==> src/rtw_pkg.sv <==
package rtw_pkg;

  localparam logic [7:0] OFS_CLK_CFG  = 8'h00;
  localparam logic [7:0] OFS_CAL      = 8'h04;
  localparam logic [7:0] OFS_PAD_CFG  = 8'h08;
  localparam logic [7:0] OFS_AL_CFG   = 8'h0C;
  localparam logic [7:0] OFS_AL_RPT   = 8'h10;
  localparam logic [7:0] OFS_TWIN_HI  = 8'h14;
  localparam logic [7:0] OFS_TWIN_LO  = 8'h18;
  localparam logic [7:0] OFS_AWIN_HI  = 8'h1C;
  localparam logic [7:0] OFS_AWIN_LO  = 8'h20;
  localparam logic [7:0] OFS_UNLOCK   = 8'h24;
  localparam logic [7:0] OFS_STATUS   = 8'h28;

  localparam int HTRANS_ACT = 1;
  localparam int STAT_FLAG  = 0;

  localparam logic [7:0] KEY_FIRST   = 8'h55;
  localparam logic [7:0] KEY_SECOND  = 8'hAA;
  localparam logic [7:0] REPEAT_WRAP = 8'hFF;

  localparam logic [1:0] PTR_MINSEC = 2'h0;
  localparam logic [1:0] PTR_WDHR   = 2'h1;
  localparam logic [1:0] PTR_MONDAY = 2'h2;
  localparam logic [1:0] PTR_YEAR   = 2'h3;

  localparam logic [3:0] MASK_HALF  = 4'h0;
  localparam logic [3:0] MASK_SEC   = 4'h1;
  localparam logic [3:0] MASK_10SEC = 4'h2;
  localparam logic [3:0] MASK_MIN   = 4'h3;
  localparam logic [3:0] MASK_10MIN = 4'h4;
  localparam logic [3:0] MASK_HOUR  = 4'h5;
  localparam logic [3:0] MASK_DAY   = 4'h6;
  localparam logic [3:0] MASK_WEEK  = 4'h7;
  localparam logic [3:0] MASK_MONTH = 4'h8;
  localparam logic [3:0] MASK_YEAR  = 4'h9;

  localparam logic [1:0] SEL_ALARM = 2'h0;
  localparam logic [1:0] SEL_SEC   = 2'h1;

  localparam logic signed [16:0] PRESC_LAST = 17'sh07FFF;
  localparam logic signed [16:0] HALF_LAST  = 17'sh03FFF;
  localparam logic signed [16:0] HALF_START = 17'sh04000;
  localparam logic signed [16:0] SYNC_START = 17'sh07FE0;
  localparam logic signed [16:0] PRESC_STEP = 17'sh00001;
  localparam logic [5:0]         SEC_LAST   = 6'h3B;
  localparam logic [5:0]         SEC_STEP   = 6'h01;

  typedef struct packed {
    logic [3:0] hi;
    logic [3:0] lo;
  } rtw_bcd_s;

  typedef struct packed {
    rtw_bcd_s year;
    rtw_bcd_s month;
    rtw_bcd_s day;
    rtw_bcd_s weekday;
    rtw_bcd_s hours;
    rtw_bcd_s minutes;
    rtw_bcd_s seconds;
  } rtw_time_s;

  typedef struct packed {
    rtw_bcd_s month;
    rtw_bcd_s day;
    rtw_bcd_s weekday;
    rtw_bcd_s hours;
    rtw_bcd_s minutes;
    rtw_bcd_s seconds;
  } rtw_alarm_s;

  typedef struct packed {
    logic       run;
    logic       rsvd;
    logic       wren;
    logic       sync;
    logic       half;
    logic       oe;
    logic [1:0] ptr;
  } rtw_clk_cfg_s;

  typedef struct packed {
    logic       en;
    logic       endless_repeat;
    logic [3:0] mask;
    logic [1:0] ptr;
  } rtw_al_cfg_s;

  typedef struct packed {
    logic [4:0] rsvd_hi;
    logic [1:0] sel;
    logic       rsvd_lo;
  } rtw_pad_s;

  typedef struct packed {
    logic signed [16:0] count;
    logic [5:0]         sec_cnt;
    logic               half_tick;
    logic               sec_tick;
  } rtw_presc_s;

  typedef struct packed {
    logic        osc_s1;
    logic        osc_s2;
    logic        osc_prev;
    logic        run_en;
    logic        wr_en;
    logic        out_en;
    logic [1:0]  tptr;
    logic [7:0]  cal;
    logic [1:0]  out_sel;
    rtw_al_cfg_s al_cfg;
    logic [7:0]  al_rpt;
    rtw_time_s   tm;
    rtw_alarm_s  al;
    logic        key1;
    logic        armed;
    logic        al_flag;
    logic        al_pulse;
    logic        wake;
    logic        pin;
    logic        dp_valid;
    logic        dp_write;
    logic [7:0]  dp_addr;
    logic [31:0] rdata;
  } rtw_core_s;

  localparam rtw_al_cfg_s AL_CFG_RST = '0;
  localparam rtw_core_s   CORE_RST   = '0;

  function automatic logic [1:0] dec_ptr(input logic [1:0] p);
    dec_ptr = (p == PTR_MINSEC) ? PTR_MINSEC : 2'(p - 2'h1);
  endfunction

  function automatic logic [31:0] word(input logic [7:0] b);
    word = {24'h000000, b};
  endfunction

endpackage

==> src/rtw_alarm_match.sv <==
`timescale 1ns/1ps
module rtw_alarm_match
  import rtw_pkg::*;
(
  input  wire logic [3:0] mask,
  input  wire rtw_time_s  tm,
  input  wire rtw_alarm_s al,
  input  wire logic       half_tick,
  input  wire logic       sec_tick,
  output logic            hit
);

  logic s1;
  logic s2;
  logic m1;
  logic m2;
  logic h2;

  always_comb begin
    s1 = (tm.seconds.lo == al.seconds.lo);
    s2 = s1 && (tm.seconds.hi == al.seconds.hi);
    m1 = s2 && (tm.minutes.lo == al.minutes.lo);
    m2 = m1 && (tm.minutes.hi == al.minutes.hi);
    h2 = m2 && (tm.hours == al.hours);
    hit = 1'b0;
    unique case (mask)
      MASK_HALF:  hit = half_tick;
      MASK_SEC:   hit = sec_tick;
      MASK_10SEC: hit = sec_tick && s1;
      MASK_MIN:   hit = sec_tick && s2;
      MASK_10MIN: hit = sec_tick && m1;
      MASK_HOUR:  hit = sec_tick && m2;
      MASK_DAY:   hit = sec_tick && h2;
      MASK_WEEK:  hit = sec_tick && h2 && (tm.weekday == al.weekday);
      MASK_MONTH: hit = sec_tick && h2 && (tm.day == al.day);
      MASK_YEAR:  hit = sec_tick && h2 && (tm.day == al.day) && (tm.month == al.month);
      default:    hit = 1'b0;
    endcase
  end

endmodule

==> src/rtw_core.sv <==
// Design decisions made here: the AHB-Lite slave port and the placing of the registers.
`timescale 1ns/1ps
module rtw_core
  import rtw_pkg::*;
(
  input  wire logic        hclk,
  input  wire logic        hresetn,
  input  wire logic        hsel,
  input  wire logic [31:0] haddr,
  input  wire logic [1:0]  htrans,
  input  wire logic        hwrite,
  input  wire logic [2:0]  hsize,
  input  wire logic [31:0] hwdata,
  input  wire logic        hready,
  output logic             hreadyout,
  output logic [31:0]      hrdata,
  output logic             hresp,
  input  wire logic        dev_rst,
  input  wire logic        osc_pin,
  output logic             clk_out,
  output logic             clk_out_oe,
  output logic             alarm_flag,
  output logic             wake
);

  rtw_core_s    state_ff;
  rtw_core_s    nxt_state;
  logic         addr_go;
  logic         osc_tick;
  logic         presc_clear;
  logic         half_tick;
  logic         sec_tick;
  logic         half_bit;
  logic         near_roll;
  logic         hit;
  logic         evt;
  logic         armed_now;
  logic [7:0]   wd;
  rtw_clk_cfg_s wcfg;
  rtw_clk_cfg_s rcfg;
  rtw_al_cfg_s  wal;
  rtw_pad_s     wpad;
  rtw_pad_s     rpad;
  logic [31:0]  rd;

  // Clock counts whatever the power state; only the run bit of the clock config can hold it
  assign osc_tick = state_ff.osc_s2 && !state_ff.osc_prev && state_ff.run_en;

  rtw_prescaler u_presc (
    .hclk      (hclk),
    .osc_tick  (osc_tick),
    .clear     (presc_clear),
    .cal       (state_ff.cal),
    .half_tick (half_tick),
    .sec_tick  (sec_tick),
    .half_bit  (half_bit),
    .near_roll (near_roll)
  );

  rtw_alarm_match u_match (
    .mask      (state_ff.al_cfg.mask),
    .tm        (state_ff.tm),
    .al        (state_ff.al),
    .half_tick (half_tick),
    .sec_tick  (sec_tick),
    .hit       (hit)
  );

  assign evt = state_ff.al_cfg.en && hit;
  assign addr_go = hsel && htrans[HTRANS_ACT] && hready;

  always_comb begin
    nxt_state = state_ff;
    nxt_state.osc_s1 = osc_pin;
    nxt_state.osc_s2 = state_ff.osc_s1;
    nxt_state.osc_prev = state_ff.osc_s2;
    nxt_state.wake = 1'b0;
    presc_clear = 1'b0;
    armed_now = 1'b0;
    wd = hwdata[7:0];
    wcfg = rtw_clk_cfg_s'(hwdata[7:0]);
    wal = rtw_al_cfg_s'(hwdata[7:0]);
    wpad = rtw_pad_s'(hwdata[7:0]);
    rcfg = '0;
    rpad = '0;
    rd = '0;

    // Data phase: the unlock arm lives for exactly one following transfer
    if (state_ff.dp_valid) begin
      armed_now = state_ff.armed;
      nxt_state.armed = 1'b0;
    end
    if (state_ff.dp_valid && state_ff.dp_write) begin
      nxt_state.key1 = 1'b0;
      unique case (state_ff.dp_addr)
        OFS_CLK_CFG: begin
          if (state_ff.wr_en) begin
            nxt_state.run_en = wcfg.run;
          end
          nxt_state.wr_en = wcfg.wren && (state_ff.wr_en || armed_now);
          nxt_state.out_en = wcfg.oe;
          nxt_state.tptr = wcfg.ptr;
        end
        OFS_CAL: begin
          nxt_state.cal = wd;
        end
        OFS_PAD_CFG: begin
          nxt_state.out_sel = wpad.sel;
        end
        OFS_AL_CFG: begin
          nxt_state.al_cfg = wal;
        end
        OFS_AL_RPT: begin
          nxt_state.al_rpt = wd;
        end
        OFS_TWIN_HI: begin
          if (state_ff.wr_en) begin
            unique case (state_ff.tptr)
              PTR_MINSEC: nxt_state.tm.minutes = wd;
              PTR_WDHR:   nxt_state.tm.weekday = wd;
              PTR_MONDAY: nxt_state.tm.month = wd;
              PTR_YEAR:   nxt_state.tm.month = state_ff.tm.month;
            endcase
          end
          nxt_state.tptr = dec_ptr(state_ff.tptr);
        end
        OFS_TWIN_LO: begin
          if (state_ff.wr_en) begin
            unique case (state_ff.tptr)
              PTR_MINSEC: begin
                nxt_state.tm.seconds = wd;
                presc_clear = 1'b1;
              end
              PTR_WDHR:   nxt_state.tm.hours = wd;
              PTR_MONDAY: nxt_state.tm.day = wd;
              PTR_YEAR:   nxt_state.tm.year = wd;
            endcase
          end
        end
        OFS_AWIN_HI: begin
          unique case (state_ff.al_cfg.ptr)
            PTR_MINSEC: nxt_state.al.minutes = wd;
            PTR_WDHR:   nxt_state.al.weekday = wd;
            PTR_MONDAY: nxt_state.al.month = wd;
            PTR_YEAR:   nxt_state.al.month = state_ff.al.month;
          endcase
          nxt_state.al_cfg.ptr = dec_ptr(state_ff.al_cfg.ptr);
        end
        OFS_AWIN_LO: begin
          unique case (state_ff.al_cfg.ptr)
            PTR_MINSEC: nxt_state.al.seconds = wd;
            PTR_WDHR:   nxt_state.al.hours = wd;
            PTR_MONDAY: nxt_state.al.day = wd;
            PTR_YEAR:   nxt_state.al.day = state_ff.al.day;
          endcase
        end
        OFS_UNLOCK: begin
          nxt_state.key1 = (wd == KEY_FIRST);
          nxt_state.armed = state_ff.key1 && (wd == KEY_SECOND);
        end
        OFS_STATUS: begin
          if (wd[STAT_FLAG]) begin
            nxt_state.al_flag = 1'b0;
          end
        end
        default: begin
          nxt_state.key1 = 1'b0;
        end
      endcase
    end

    // Address phase; reads see the data phase write just above
    nxt_state.dp_valid = addr_go;
    nxt_state.dp_write = addr_go && hwrite;
    nxt_state.dp_addr = haddr[7:0];
    if (addr_go && !hwrite) begin
      rcfg = '{run: nxt_state.run_en, rsvd: 1'b0, wren: nxt_state.wr_en,
               sync: near_roll, half: half_bit, oe: nxt_state.out_en,
               ptr: nxt_state.tptr};
      rpad.sel = nxt_state.out_sel;
      unique case (haddr[7:0])
        OFS_CLK_CFG: rd = word(rcfg);
        OFS_CAL:     rd = word(nxt_state.cal);
        OFS_PAD_CFG: rd = word(rpad);
        OFS_AL_CFG:  rd = word(nxt_state.al_cfg);
        OFS_AL_RPT:  rd = word(nxt_state.al_rpt);
        OFS_TWIN_HI: begin
          unique case (nxt_state.tptr)
            PTR_MINSEC: rd = word(nxt_state.tm.minutes);
            PTR_WDHR:   rd = word(nxt_state.tm.weekday);
            PTR_MONDAY: rd = word(nxt_state.tm.month);
            PTR_YEAR:   rd = '0;
          endcase
          nxt_state.tptr = dec_ptr(nxt_state.tptr);
        end
        OFS_TWIN_LO: begin
          unique case (nxt_state.tptr)
            PTR_MINSEC: rd = word(nxt_state.tm.seconds);
            PTR_WDHR:   rd = word(nxt_state.tm.hours);
            PTR_MONDAY: rd = word(nxt_state.tm.day);
            PTR_YEAR:   rd = word(nxt_state.tm.year);
          endcase
        end
        OFS_AWIN_HI: begin
          unique case (nxt_state.al_cfg.ptr)
            PTR_MINSEC: rd = word(nxt_state.al.minutes);
            PTR_WDHR:   rd = word(nxt_state.al.weekday);
            PTR_MONDAY: rd = word(nxt_state.al.month);
            PTR_YEAR:   rd = '0;
          endcase
          nxt_state.al_cfg.ptr = dec_ptr(nxt_state.al_cfg.ptr);
        end
        OFS_AWIN_LO: begin
          unique case (nxt_state.al_cfg.ptr)
            PTR_MINSEC: rd = word(nxt_state.al.seconds);
            PTR_WDHR:   rd = word(nxt_state.al.hours);
            PTR_MONDAY: rd = word(nxt_state.al.day);
            PTR_YEAR:   rd = '0;
          endcase
        end
        OFS_STATUS: rd = word({7'h00, nxt_state.al_flag});
        default:    rd = '0;
      endcase
      nxt_state.rdata = rd;
    end

    // Alarm handled after the bus so an event beats a same-cycle clear
    if (evt) begin
      nxt_state.al_flag = 1'b1;
      nxt_state.al_pulse = !state_ff.al_pulse;
      nxt_state.wake = 1'b1;
      if (state_ff.al_rpt != '0) begin
        nxt_state.al_rpt = 8'(state_ff.al_rpt - 8'h01);
      end else if (state_ff.al_cfg.endless_repeat) begin
        nxt_state.al_rpt = REPEAT_WRAP;
      end else begin
        nxt_state.al_cfg.en = 1'b0;
      end
    end

    unique case (state_ff.out_sel)
      SEL_ALARM: nxt_state.pin = state_ff.al_pulse;
      SEL_SEC:   nxt_state.pin = half_bit;
      default:   nxt_state.pin = 1'b0;
    endcase

    // Device reset touches alarm setup only; time and repeat keep going
    if (dev_rst) begin
      nxt_state.al_cfg = AL_CFG_RST;
    end
  end

  // Asynchronous reset is the power-on reset
  always_ff @(posedge hclk or negedge hresetn) begin
    if (!hresetn) begin
      state_ff <= CORE_RST;
    end else begin
      state_ff <= nxt_state;
    end
  end

  assign hreadyout  = 1'b1;
  assign hresp      = 1'b0;
  assign hrdata     = state_ff.rdata;
  assign clk_out    = state_ff.pin;
  assign clk_out_oe = state_ff.out_en;
  assign alarm_flag = state_ff.al_flag;
  assign wake       = state_ff.wake;

endmodule

==> src/rtw_prescaler.sv <==
`timescale 1ns/1ps
module rtw_prescaler
  import rtw_pkg::*;
(
  input  wire logic       hclk,
  input  wire logic       osc_tick,
  input  wire logic       clear,
  input  wire logic [7:0] cal,
  output logic            half_tick,
  output logic            sec_tick,
  output logic            half_bit,
  output logic            near_roll
);

  rtw_presc_s state_ff;
  rtw_presc_s nxt_state;

  always_comb begin
    nxt_state = state_ff;
    nxt_state.half_tick = 1'b0;
    nxt_state.sec_tick = 1'b0;
    if (clear) begin
      nxt_state.count = '0;
      nxt_state.sec_cnt = '0;
    end else if (osc_tick) begin
      if (state_ff.count == PRESC_LAST) begin
        nxt_state.half_tick = 1'b1;
        nxt_state.sec_tick = 1'b1;
        nxt_state.count = '0;
        nxt_state.sec_cnt = 6'(state_ff.sec_cnt + SEC_STEP);
        if (state_ff.sec_cnt == SEC_LAST) begin
          nxt_state.sec_cnt = '0;
          // Starting ahead skips pulses, starting below zero waits for extra ones
          nxt_state.count = {{7{cal[7]}}, cal, 2'b00};
        end
      end else begin
        nxt_state.count = 17'(state_ff.count + PRESC_STEP);
        if (state_ff.count == HALF_LAST) begin
          nxt_state.half_tick = 1'b1;
        end
      end
    end
  end

  // No reset at all: only a seconds write restarts the fraction
  always_ff @(posedge hclk) begin
    state_ff <= nxt_state;
  end

  assign half_tick = state_ff.half_tick;
  assign sec_tick  = state_ff.sec_tick;
  assign half_bit  = (state_ff.count >= HALF_START);
  assign near_roll = (state_ff.count >= SYNC_START);

endmodule

==> config.mk <==
export PLATFORM = sky130hd
export DESIGN_NAME = rtw_core
export DESIGN_NICKNAME = d
export VERILOG_FILES = /design/src/rtw_pkg.sv /design/src/rtw_alarm_match.sv /design/src/rtw_core.sv /design/src/rtw_prescaler.sv
export SDC_FILE = /design/constraint.sdc
export NUM_CORES = 1
export LEC_CHECK = 0
export ABC_AREA = 1
export BUFFER_PORTS_ARGS = -buffer_cell sky130_fd_sc_hd__buf_2
export CORE_AREA = 2 2 215 217
export DETAILED_ROUTE_END_ITERATION = 6
export DIE_AREA = 0 0 217 219
export GPL_TIMING_DRIVEN = 1
export PLACE_DENSITY = 0.5
export SKIP_LAST_GASP = 1
export SLEW_MARGIN = 5
export SYNTH_ARGS = -nofsm -noshare
export SYNTH_HDL_FRONTEND = slang
export SYNTH_HIERARCHICAL = 1
export SYNTH_SLANG_ARGS = --single-unit
==> constraint.sdc <==
create_clock -name hclk -period 3.7 [get_ports hclk]
set_input_delay 0.555 -clock hclk [delete_from_list [all_inputs] [get_ports hclk]]
set_output_delay 0.555 -clock hclk [all_outputs]
set_load 0.01 [all_outputs]
==> results of run 1 <==
==> stage by stage <==
stage	std cells	worst slack, ns	utilization (%)	instance area (um2)	power [mW]
final	2228	0.793	27.8	12500	4.22
after global routing	2228	0.572	27.8	12500	4.37
after CTS	2228	0.909	27.8	12500	4.27
after detailed placement	2196	0.933	26.5	11900	2.31
after global placement	2196	0.916	26.5	11900	2.31
after floorplan	1615	1.74	-	11300	2.20
==> cells in the mapped netlist, types with 9 or more instances <==
cell type	instances	area share (%)
nand2_2	10	0.56
nand4_1	20	1.1
buf_4	37	2.5
nand3_1	110	4.9
nand2_1	421	14
o21ai_0	96	4.3
o22ai_1	12	0.67
nor2_2	9	0.50
xnor2_1	12	0.94
nor2_1	158	5.3
o21ai_1	52	2.3
xor2_1	16	1.3
inv_2	10	0.34
nor3_1	15	0.67
nor2_4	9	0.91
inv_1	246	8.3
a21oi_1	55	2.5
dfrtp_1	162	36
clkbuf_1	11	0.37
buf_2	23	1.0
o21a_1	13	0.87
dfxtp_1	25	4.5
==> flip-flops by register name (all words and copies together) (netlist names) <==
| register | count |
|---|---|
| u_presc/half_tick | 1 |
| hrdata | 8 |
| nxt_state | 2 |
| wake | 1 |
| u_presc/sec_tick | 1 |
| clk_out_oe | 1 |
| clk_out | 1 |
| state_ff | 148 |
| alarm_flag | 1 |
| u_presc/state_ff | 23 |
==> layout make-up <==
cell class | instances | area, um2
Clock inverter | 13 | 156
Clock buffer | 19 | 453
Inverter | 259 | 975
Multi-Input combinational cell | 1095 | 5300
Timing Repair Buffer | 55 | 344
Sequential cell | 187 | 4550
Fill cell | 5004 | 32600
Tap cell | 600 | 751
==> kinds of logic after synthesis <==
| logic type | Yosys count |
|---|---|
| xor gates and xnor gates | 28 |
| AOI/OAI and AO/OA | 253 |
| adders and majority gates | 5 |
| other | 2 |
| DFF | 187 |
| buffers and inverters | 333 |
| and+or+nand+nor | 783 |
==> worst min path at each step <==
stage	startpoint	to	slack, ns	cells after the start
floorplan	hresetn	alarm_flag	0.26	0
global placement	nxt_state[184]	nxt_state[183]	0.34	0
detailed placement	nxt_state[184]	nxt_state[183]	0.34	0
CTS	osc_pin	nxt_state[184]	0.19	1
global route	osc_pin	nxt_state[184]	0.19	1
finish	hresetn	state_ff[142]	0.17	1
==> metal layers <==
layer,global-route usage [%],share of wire (%)
met1,21.3,45
met2,26.2,47
met3,2.62,5.4
met4,6.05,2.9
met5,0,0
==> power by group <==
part / internal, mW / switching [mW]
sequential: 2.05 / 0.0112
clock: 1.05 / 0.901
combinational: 0.0389 / 0.162
total: 3.14 / 1.07
==> critical path: stages (launching register included) <==
cell and delay (ns):
dfrtp_1 0.43, nand2_4 0.17, nor2_2 0.23, nand2_1 0.32
o21ai_0 0.35, nor2_1 0.07, a211oi_1 0.66, nand2_1 0.16
nor2_1 0.18, nand2_1 0.10, nand2_1 0.06, nand2_1 0.04
==> flow_summary.toml, run 1 <==
[status]
outcome = "completed"

[route]
drc = 0
wl_per_cell_um = 16.6
via_count = 10100
antenna_left = 0
dr.pass1.iters = 5
drtIter0Drc = 772
via_per_inst = 4.53
wirelength_mm = 36.9

[timing]
slew_violations = 0
max_slew_margin_pct = 42.0
whs_ns = 0.173
fmax_ghz = 0.344
hold_viol = 0
tns_ns = 0
clock_skew_ns = 0.0227
timing.final.crit_share_pct = 78.6
setup_viol = 0
timing_worst_slew_pin_value_ns = 0.870
rsz0062_at_grt = "false"
min_period_ns = 2.91

[clocking]
post_cts_buffers = 0
ctsHoldBuffers = 0
numCtsBuffers = 17
clock_latency_ns = 0.47
cts_tree = "done"
clock-sinks = 187
cts-root-buf = "clkbuf_16"
cts_buffer_depth = 2
clkTransAtPathRegs_ns = 0.07
post_cts_resized = 0
htree_levels = 4

[yosys]
syn_area_mm2 = 0.0112
synthCells = 1591
synth_xor_area_share_pct = 2.19
synthSimpleGateAreaFrac_pct = 31.3
synth_top_family_by_area = "simple AND/OR/NAND/NOR gates"
ys_ff_latch = 187
synth_compound_area_share_pct = 12.4
synth-warning-count = 6
synth-adder-area-share_pct = 0.559
yosysUniqueCellTypes = 50
async_reset_ff_share_pct = 86.6
dominantRegCellSynth = "dfrtp_1"
synth-seq-area-share_pct = 40.7
synth_edf_count = 0
synthMuxAreaShare_pct = 0
synth.avg_cell_area_um2 = 7.03

[placement]
gp_congestion = 0.943
port_buffers = 35
dpl.hpwl_mm = 27.7

[worst_setup_path]
critPathCaptureType = "flop"
startpoint_type = "flop"
worst_r2r_path_depth = 11
path_class = "reg -> reg"
r2r-end = "hrdata[6]"
cp-startpoint = "state_ff[41]"
critPathMaxFanout = 14
worstPathRequired_ns = 4.05
reg2reg_slack_ns = 0.79
critPathArrivalTime_ns = 3.25
r2r-start = "state_ff[41]"
critPathCapture = "hrdata[6]"

[grt]
grt_pass1_wl_mm = 57.5
antenna_found_initial = 0
overflow = 0
grt.total_usage_pct = 16.0
grt_start_max_net_pins = 84
grt_pass1_vias = 9718

[power]
ir_drop_mv = 0.331
power_leakage_nw = 6.67
p_per_area_mw_per_mm2 = 336

[job]
cap_violations = 0

[layout]
layout_commonest_cell = "nand2_1"
drive_gt1_share_pct = 9.71
final_nets = 1696
area_growth_pct = 12.0
final_cell_mix = "nand2_1 (421), inv_1 (246), dfrtp_1 (162), nor2_1 (158), nand3_1 (110)"
antenna_cells = 0

[floorplan]
rows = 78
floorplan.initialDensity_pct = 24.8
die_area_mm2 = 0.0475
ioPinCount = 114
coreArea_mm2 = 0.0451
die_h_um = 219
die_width_um = 217

[hold_path]
hold_class = "in -> async"
(Power assumes the default switching activity.)
==> run 2: changes to the inputs <==
--- a/config.mk
+++ b/config.mk
@@ -5,11 +5,11 @@
 export SDC_FILE = /design/constraint.sdc
 export NUM_CORES = 1
 export LEC_CHECK = 0
-export ABC_AREA = 1
+export ABC_AREA = 0
 export BUFFER_PORTS_ARGS = -buffer_cell sky130_fd_sc_hd__buf_2
-export CORE_AREA = 2 2 215 217
+export CORE_AREA = 2 2 211 213
 export DETAILED_ROUTE_END_ITERATION = 6
-export DIE_AREA = 0 0 217 219
+export DIE_AREA = 0 0 213 215
 export GPL_TIMING_DRIVEN = 1
 export PLACE_DENSITY = 0.5
 export SKIP_LAST_GASP = 1
==> constraint.sdc (replaced) <==
create_clock -name hclk -period 2.8 [get_ports hclk]
set_input_delay 0.42 -clock hclk [delete_from_list [all_inputs] [get_ports hclk]]
set_output_delay 0.42 -clock hclk [all_outputs]
set_load 0.01 [all_outputs]
==> flow_summary.toml, run 2 <==
[worst_setup_path]
crit_path_top_delay_cell = "o41a_1"
path_delay_family = "compound AO/OA/AOI/OAI gates"
worstPathRequired_ns = 3.14
startpoint_type = "flop"
critPathArrivalTime_ns = 3.31
critPathCaptureType = "flop"
critPathMaxFanout = 5
path_class = "reg -> reg"
worstPathCellList = "xor2_1 -> nor4_2 -> nand3_1 -> o41a_1 -> o211a_1 -> o31ai_2 -> nand2_1 -> buf_6 -> a31oi_4 -> buf_6 -> and2_4 -> nand2_1 -> o221a_2"
critical_path_buf_inv_count = 2
cpPeakStageDelay_ns = 0.44

[yosys]
synthCells = 1064
async_reset_ff_share_pct = 86.6
synth-warning-count = 6
synth_edf_count = 0
dominantRegCellSynth = "dfrtp_1"
synth_compound_area_share_pct = 12.4
synth.avg_cell_area_um2 = 10.1
synthMuxAreaShare_pct = 14.2
yosysMostFrequentCell = "dfrtp_1"
synth_common_cells = "dfrtp_1 (162), mux2_2 (110), nand2_1 (71), nor2_1 (71), clkbuf_1 (42)"
yosysUniqueCellTypes = 96
syn_area_mm2 = 0.0108
synthSimpleGateAreaFrac_pct = 20.5
ys_top_cells_by_area = "dfrtp_1 (38%), mux2_2 (11%), dfxtp_1 (4.6%)"
synth-adder-area-share_pct = 0.580
synth_xor_area_share_pct = 4.31
synth-seq-area-share_pct = 42.2
synth_top_family_by_area = "simple AND/OR/NAND/NOR gates"
synth_top_area_share_pct = 37.6
yosysTopAreaCell = "dfrtp_1"
ys_ff_latch = 187

[placement]
dp.cells = 1802
gp_congestion = 0.899
dpl.hpwl_mm = 28.5
dpl_worst_slack_ns = -0.270
port_buffers = 35

[floorplan]
ioPinCount = 114
die_width_um = 213
die_h_um = 215
floorplan.initialDensity_pct = 24.7
die_area_mm2 = 0.0458
rows = 77
coreArea_mm2 = 0.0436

[clocking]
cts_buffer_depth = 2
htree_levels = 4
cts-root-buf = "clkbuf_16"
cts_tree = "done"
clkTransAtPathRegs_ns = 0.07
clock-sinks = 187
clock_latency_ns = 0.46
numCtsBuffers = 17

[grt]
overflow = 0
grt_pass1_vias = 9173
antenna_found_initial = 1
grt_start_max_net_pins = 62
grt.total_usage_pct = 16.7
grt_pass1_wl_mm = 57.2

[route]
via_per_inst = 4.94
top_layer_used = "met4"
drtIter0Drc = 695
wl_met3_mm = 2.01
drc = 0
met2_wirelength_mm = 17.8
wirelength_mm = 37.8
wl_met1_mm = 17.3
dr.pass1.iters = 5
wl_per_cell_um = 20.3
via_count = 9191
antenna_left = 0

[power]
ir_drop_mv = 0.307
p_per_area_mw_per_mm2 = 418
power_leakage_nw = 6.01

[layout]
final_nets = 1337
regArea_mm2 = 0.00456
final_cell_mix = "buf_4 (188), dfrtp_1 (160), mux2_2 (103), nand2_1 (69), nor2_1 (67)"
antenna_cells = 0
layout_commonest_cell = "buf_4"
multi_input_area_mm2 = 0.00613
fill_cells = 4543
largest_register_ffs = 148
drive_gt1_share_pct = 37.6
area_growth_pct = 29.4
regMostFlops = "state_ff"
final_cells = 1861

[timing]
clock_skew_ns = 0.0147
fmax_ghz = 0.337
min_period_ns = 2.96
rsz0062_at_grt = "true"
hold_viol = 0
timing_worst_slew_pin_value_ns = 0.705
max_slew_margin_pct = 52.6
timing.final.crit_share_pct = 106
worst_slack_ns = -0.164
setup_viol = 10
slew_violations = 0

[hold_path]
hold_class = "in -> reg"

[status]
violations = "negative setup slack"
outcome = "finished, violations left"

[job]
cap_violations = 0
[run 2: changes by cell type after synthesis, sizes merged, moves of 25 or more]
| cell | delta |
|---|---|
| a21oi | -25 |
| clkbuf | +31 |
| inv | -236 |
| mux2 | +111 |
| mux2i | +28 |
| nand2 | -363 |
| nand3 | -79 |
| nor2 | -111 |
| o21ai | -130 |
[run 2: layout make-up]
type                       instances  share of cell area (%)
multi-input combinational        783                    43.9
sequential                       187                    32.7
timing repair buffer             246                    13.5
tap                              592                    5.31
clock buffer                      21                    3.30
clock inverter                    11                   0.780
inverter                          21                   0.565
[run 2: kinds of logic after synthesis]
logic type	Yosys count
buffers and inverters	118
AND/OR/NAND/NOR	383
AO/OA/AOI/OAI	177
flip-flops	187
XOR/XNOR	53
multiplexers	139
adder cells (fa/ha/maj)	5
other	2
[run 2: metal layers]
metal | GRT usage, % | up-vias
li1 | - | 4266
met1 | 23.0 | 4617
met2 | 26.9 | 261
met3 | 2.92 | 47
met4 | 4.43 | 0
met5 | 0 | -
[run 2: what timing repair did]
action,4_1_cts,5_1_grt
gates cloned,1,0
hold buffers,1,0
pin swaps,11,26
setup endpoints to repair,16,17
resized for setup,37,66
buffers inserted,8,18
endpoints found under the hold margin,57,0
[run 2: metrics by stage]
| stage | setup TNS (ns) | util (%) | total power [mW] | cell area [um2] | hold WS [ns] |
|---|---|---|---|---|---|
| 2_1_floorplan | -0.0167 | - | 3.19 | 10900 | 0.124 |
| 3_3_place_gp | -2.60 | 29.1 | 3.42 | 12700 | 0.347 |
| 3_5_place_dp | -2.64 | 29.1 | 3.43 | 12700 | 0.340 |
| 4_1_cts | -0.912 | 31.0 | 5.87 | 13500 | 0.0794 |
| 5_1_grt | -2.60 | 32.0 | 6.06 | 14000 | 0.0821 |
| 6_report | -0.870 | 32.0 | 5.83 | 14000 | 0.106 |
[run 2: worst paths after layout]
kind                                  endpoint            from  slack [ns]  depth (start not counted)
worst max-delay path             state_ff[155]   state_ff[130]       -0.16                         13
worst min-delay path            nxt_state[184]         osc_pin        0.11                          1
worst max register to register   state_ff[155]   state_ff[130]       -0.16                         13
worst min register to register  nxt_state[183]  nxt_state[184]        0.36                          0
max in group asynchronous         state_ff[71]         hresetn        1.53                          3
min in group asynchronous         state_ff[73]         hresetn        0.53                          2
[run 2: power by group]
group	total, mW	switching [mW]	internal (mW)
combinational	0.534	0.324	0.211
clock	2.43	1.15	1.28
sequential	2.87	0.0850	2.78
total	5.83	1.56	4.28
==> run 3: changes to the inputs <==
--- a/config.mk
+++ b/config.mk
@@ -11,6 +11,7 @@
 export DETAILED_ROUTE_END_ITERATION = 6
 export DIE_AREA = 0 0 213 215
 export GPL_TIMING_DRIVEN = 1
+export MAX_ROUTING_LAYER = met4
 export PLACE_DENSITY = 0.5
 export SKIP_LAST_GASP = 1
 export SLEW_MARGIN = 5
==> flow_summary.toml, run 3 (same netlist as run 2, synthesis figures left out) <==
[status]
outcome = "finished, violations left"
violations = "design-rule violations, negative setup slack"

[layout]
drive_gt1_share_pct = 37.9
fill_cells = 4538
layout_commonest_cell = "buf_4"
area_growth_pct = 30.5
largest_register_ffs = 148
antenna_cells = 0
utilization_pct = 32.2
final_cell_mix = "buf_4 (181), dfrtp_1 (160), mux2_2 (106), nand2_1 (69), nor2_1 (68)"
final_nets = 1335
regMostFlops = "state_ff"
multi_input_area_mm2 = 0.00618
regArea_mm2 = 0.00456

[power]
p_seq_share_pct = 47.7
fin_total_pwr_mw = 6.02
p_per_area_mw_per_mm2 = 428
clockPowerShare_pct = 43.2
pwr-share-comb_pct = 9.1
switching_share_pct = 26.2
p_int_mw = 4.44
switching_power_mw = 1.58
ir_drop_mv = 0.319
power_leakage_nw = 6.07

[placement]
dpl.hpwl_mm = 28.8
port_buffers = 35
gp_congestion = 0.936
dpl_worst_slack_ns = -0.375

[clocking]
cts-root-buf = "clkbuf_16"
numCtsBuffers = 17
htree_levels = 4
clock-sinks = 187
cts_tree = "done"
cts_buffer_depth = 2
clock_latency_ns = 0.46
clkTransAtPathRegs_ns = 0.07

[route]
antenna_left = 0
wirelength_mm = 38.6
via_count = 9264
wl_per_cell_um = 20.8
dr.pass1.iters = 7
drc = 7
via_per_inst = 4.98
drtIter0Drc = 716

[grt]
grt_use_met2_pct = 27.2
grt_pass1_vias = 9090
overflow = 0
use_met1_pct = 23.7
grt_start_max_net_pins = 63
antenna_found_initial = 1
grt_use_met3_pct = 2.70
grt-busiest-layer = "met2"
grt_pass1_wl_mm = 58.5
grt.total_usage_pct = 17.6

[worst_setup_path]
r2r-start = "state_ff[33]"
cpPeakStageDelay_ns = 0.59
cp_num_cells = 7
crit_path_top_delay_cell = "or4b_4"
r2r-end = "hrdata[4]"
worstPathCellList = "or4b_4 -> nor4_4 -> mux2_4 -> nor4b_4 -> or4b_4 -> o41ai_4 -> o2111ai_2"
worst_r2r_path_depth = 7
cp-startpoint = "state_ff[33]"
reg2reg_slack_ns = -0.13
worstPathRequired_ns = 3.11
critical_path_buf_inv_count = 0
critPathCapture = "hrdata[4]"
path_class = "reg -> reg"
path_delay_family = "simple AND/OR/NAND/NOR gates"
critPathCaptureType = "flop"
startpoint_type = "flop"
critPathMaxFanout = 3
critPathArrivalTime_ns = 3.25
cpMostUsedCell = "or4b_4"

[timing]
tns_ns = -0.695
slew_violations = 0
rsz0062_at_grt = "true"
fmax_ghz = 0.341
hold_viol = 0
timing_worst_slew_pin_value_ns = 0.910
min_period_ns = 2.93
worst_slack_ns = -0.134
clock_skew_ns = 0.0119
max_slew_margin_pct = 38.8
timing.final.crit_share_pct = 105
setup_viol = 7

[floorplan]
die_area_mm2 = 0.0458
die_h_um = 215
floorplan.initialDensity_pct = 24.7
coreArea_mm2 = 0.0436
ioPinCount = 114
rows = 77
die_width_um = 213

[hold_path]
hold_class = "in -> reg"
hold_depth = 1

[job]
cap_violations = 0
run 3: timing repair:
item                                    CTS  global route
gates cloned                              0             0
hold endpoints to repair                 50             0
setup buffers                             9            14
endpoints found under the setup margin   16            17
resized for setup                        46            66
pin swaps                                21            34
hold buffers                              1             0
run 3: power by group through the flow:
| stage | registers, mW | clock network, mW | logic (mW) |
|---|---|---|---|
| 6_report | 2.87 | 2.60 | 0.549 |
| 5_1_grt | 2.88 | 2.76 | 0.600 |
| 3_5_place_dp | 2.92 | 0 | 0.509 |
| 4_1_cts | 2.87 | 2.65 | 0.520 |
| 3_3_place_gp | 2.92 | 0 | 0.502 |
| 2_1_floorplan | 2.90 | 0 | 0.285 |
run 3: layout make-up:
class / count / share of cell area [%]
multi-input combinational: 783 / 43.9
sequential: 187 / 32.4
timing repair buffer: 244 / 13.6
tap: 592 / 5.27
clock buffer: 21 / 3.20
clock inverter: 11 / 1.12
inverter: 21 / 0.560
run 3: worst min-delay path by stage:
stage | startpoint | to | slack (ns)
global route | osc_pin | nxt_state[184] | 0.09
global placement | nxt_state[184] | nxt_state[183] | 0.34
floorplan | hresetn | alarm_flag | 0.12
finish | osc_pin | nxt_state[184] | 0.12
CTS | osc_pin | nxt_state[184] | 0.09
detailed placement | nxt_state[184] | nxt_state[183] | 0.36
run 3: layer usage:
layer  vias to the layer above  part of all wire (%)
met5                         -                     0
met4                         0                   2.4
met1                      4749                    47
met3                        47                   3.7
li1                       4262                     -
met2                       206                    47
run 3: worst register-to-register path, delay by kind of cell, from the launching register on:
family | cells | cell delay, ns
AO/OA/AOI/OAI | 2 | 0.51
multiplexers | 1 | 0.35
flip-flops | 1 | 0.40
AND/OR/NAND/NOR | 4 | 1.54
run 3: stage by stage:
stage          cell area [um2]  instances  hold slack (ns)
2_1_floorplan            10900       1088            0.124
3_3_place_gp             12700       1805            0.339
3_5_place_dp             12700       1805            0.358
4_1_cts                  13600       1847           0.0934
5_1_grt                  14100       1859           0.0927
6_report                 14100       1859            0.117
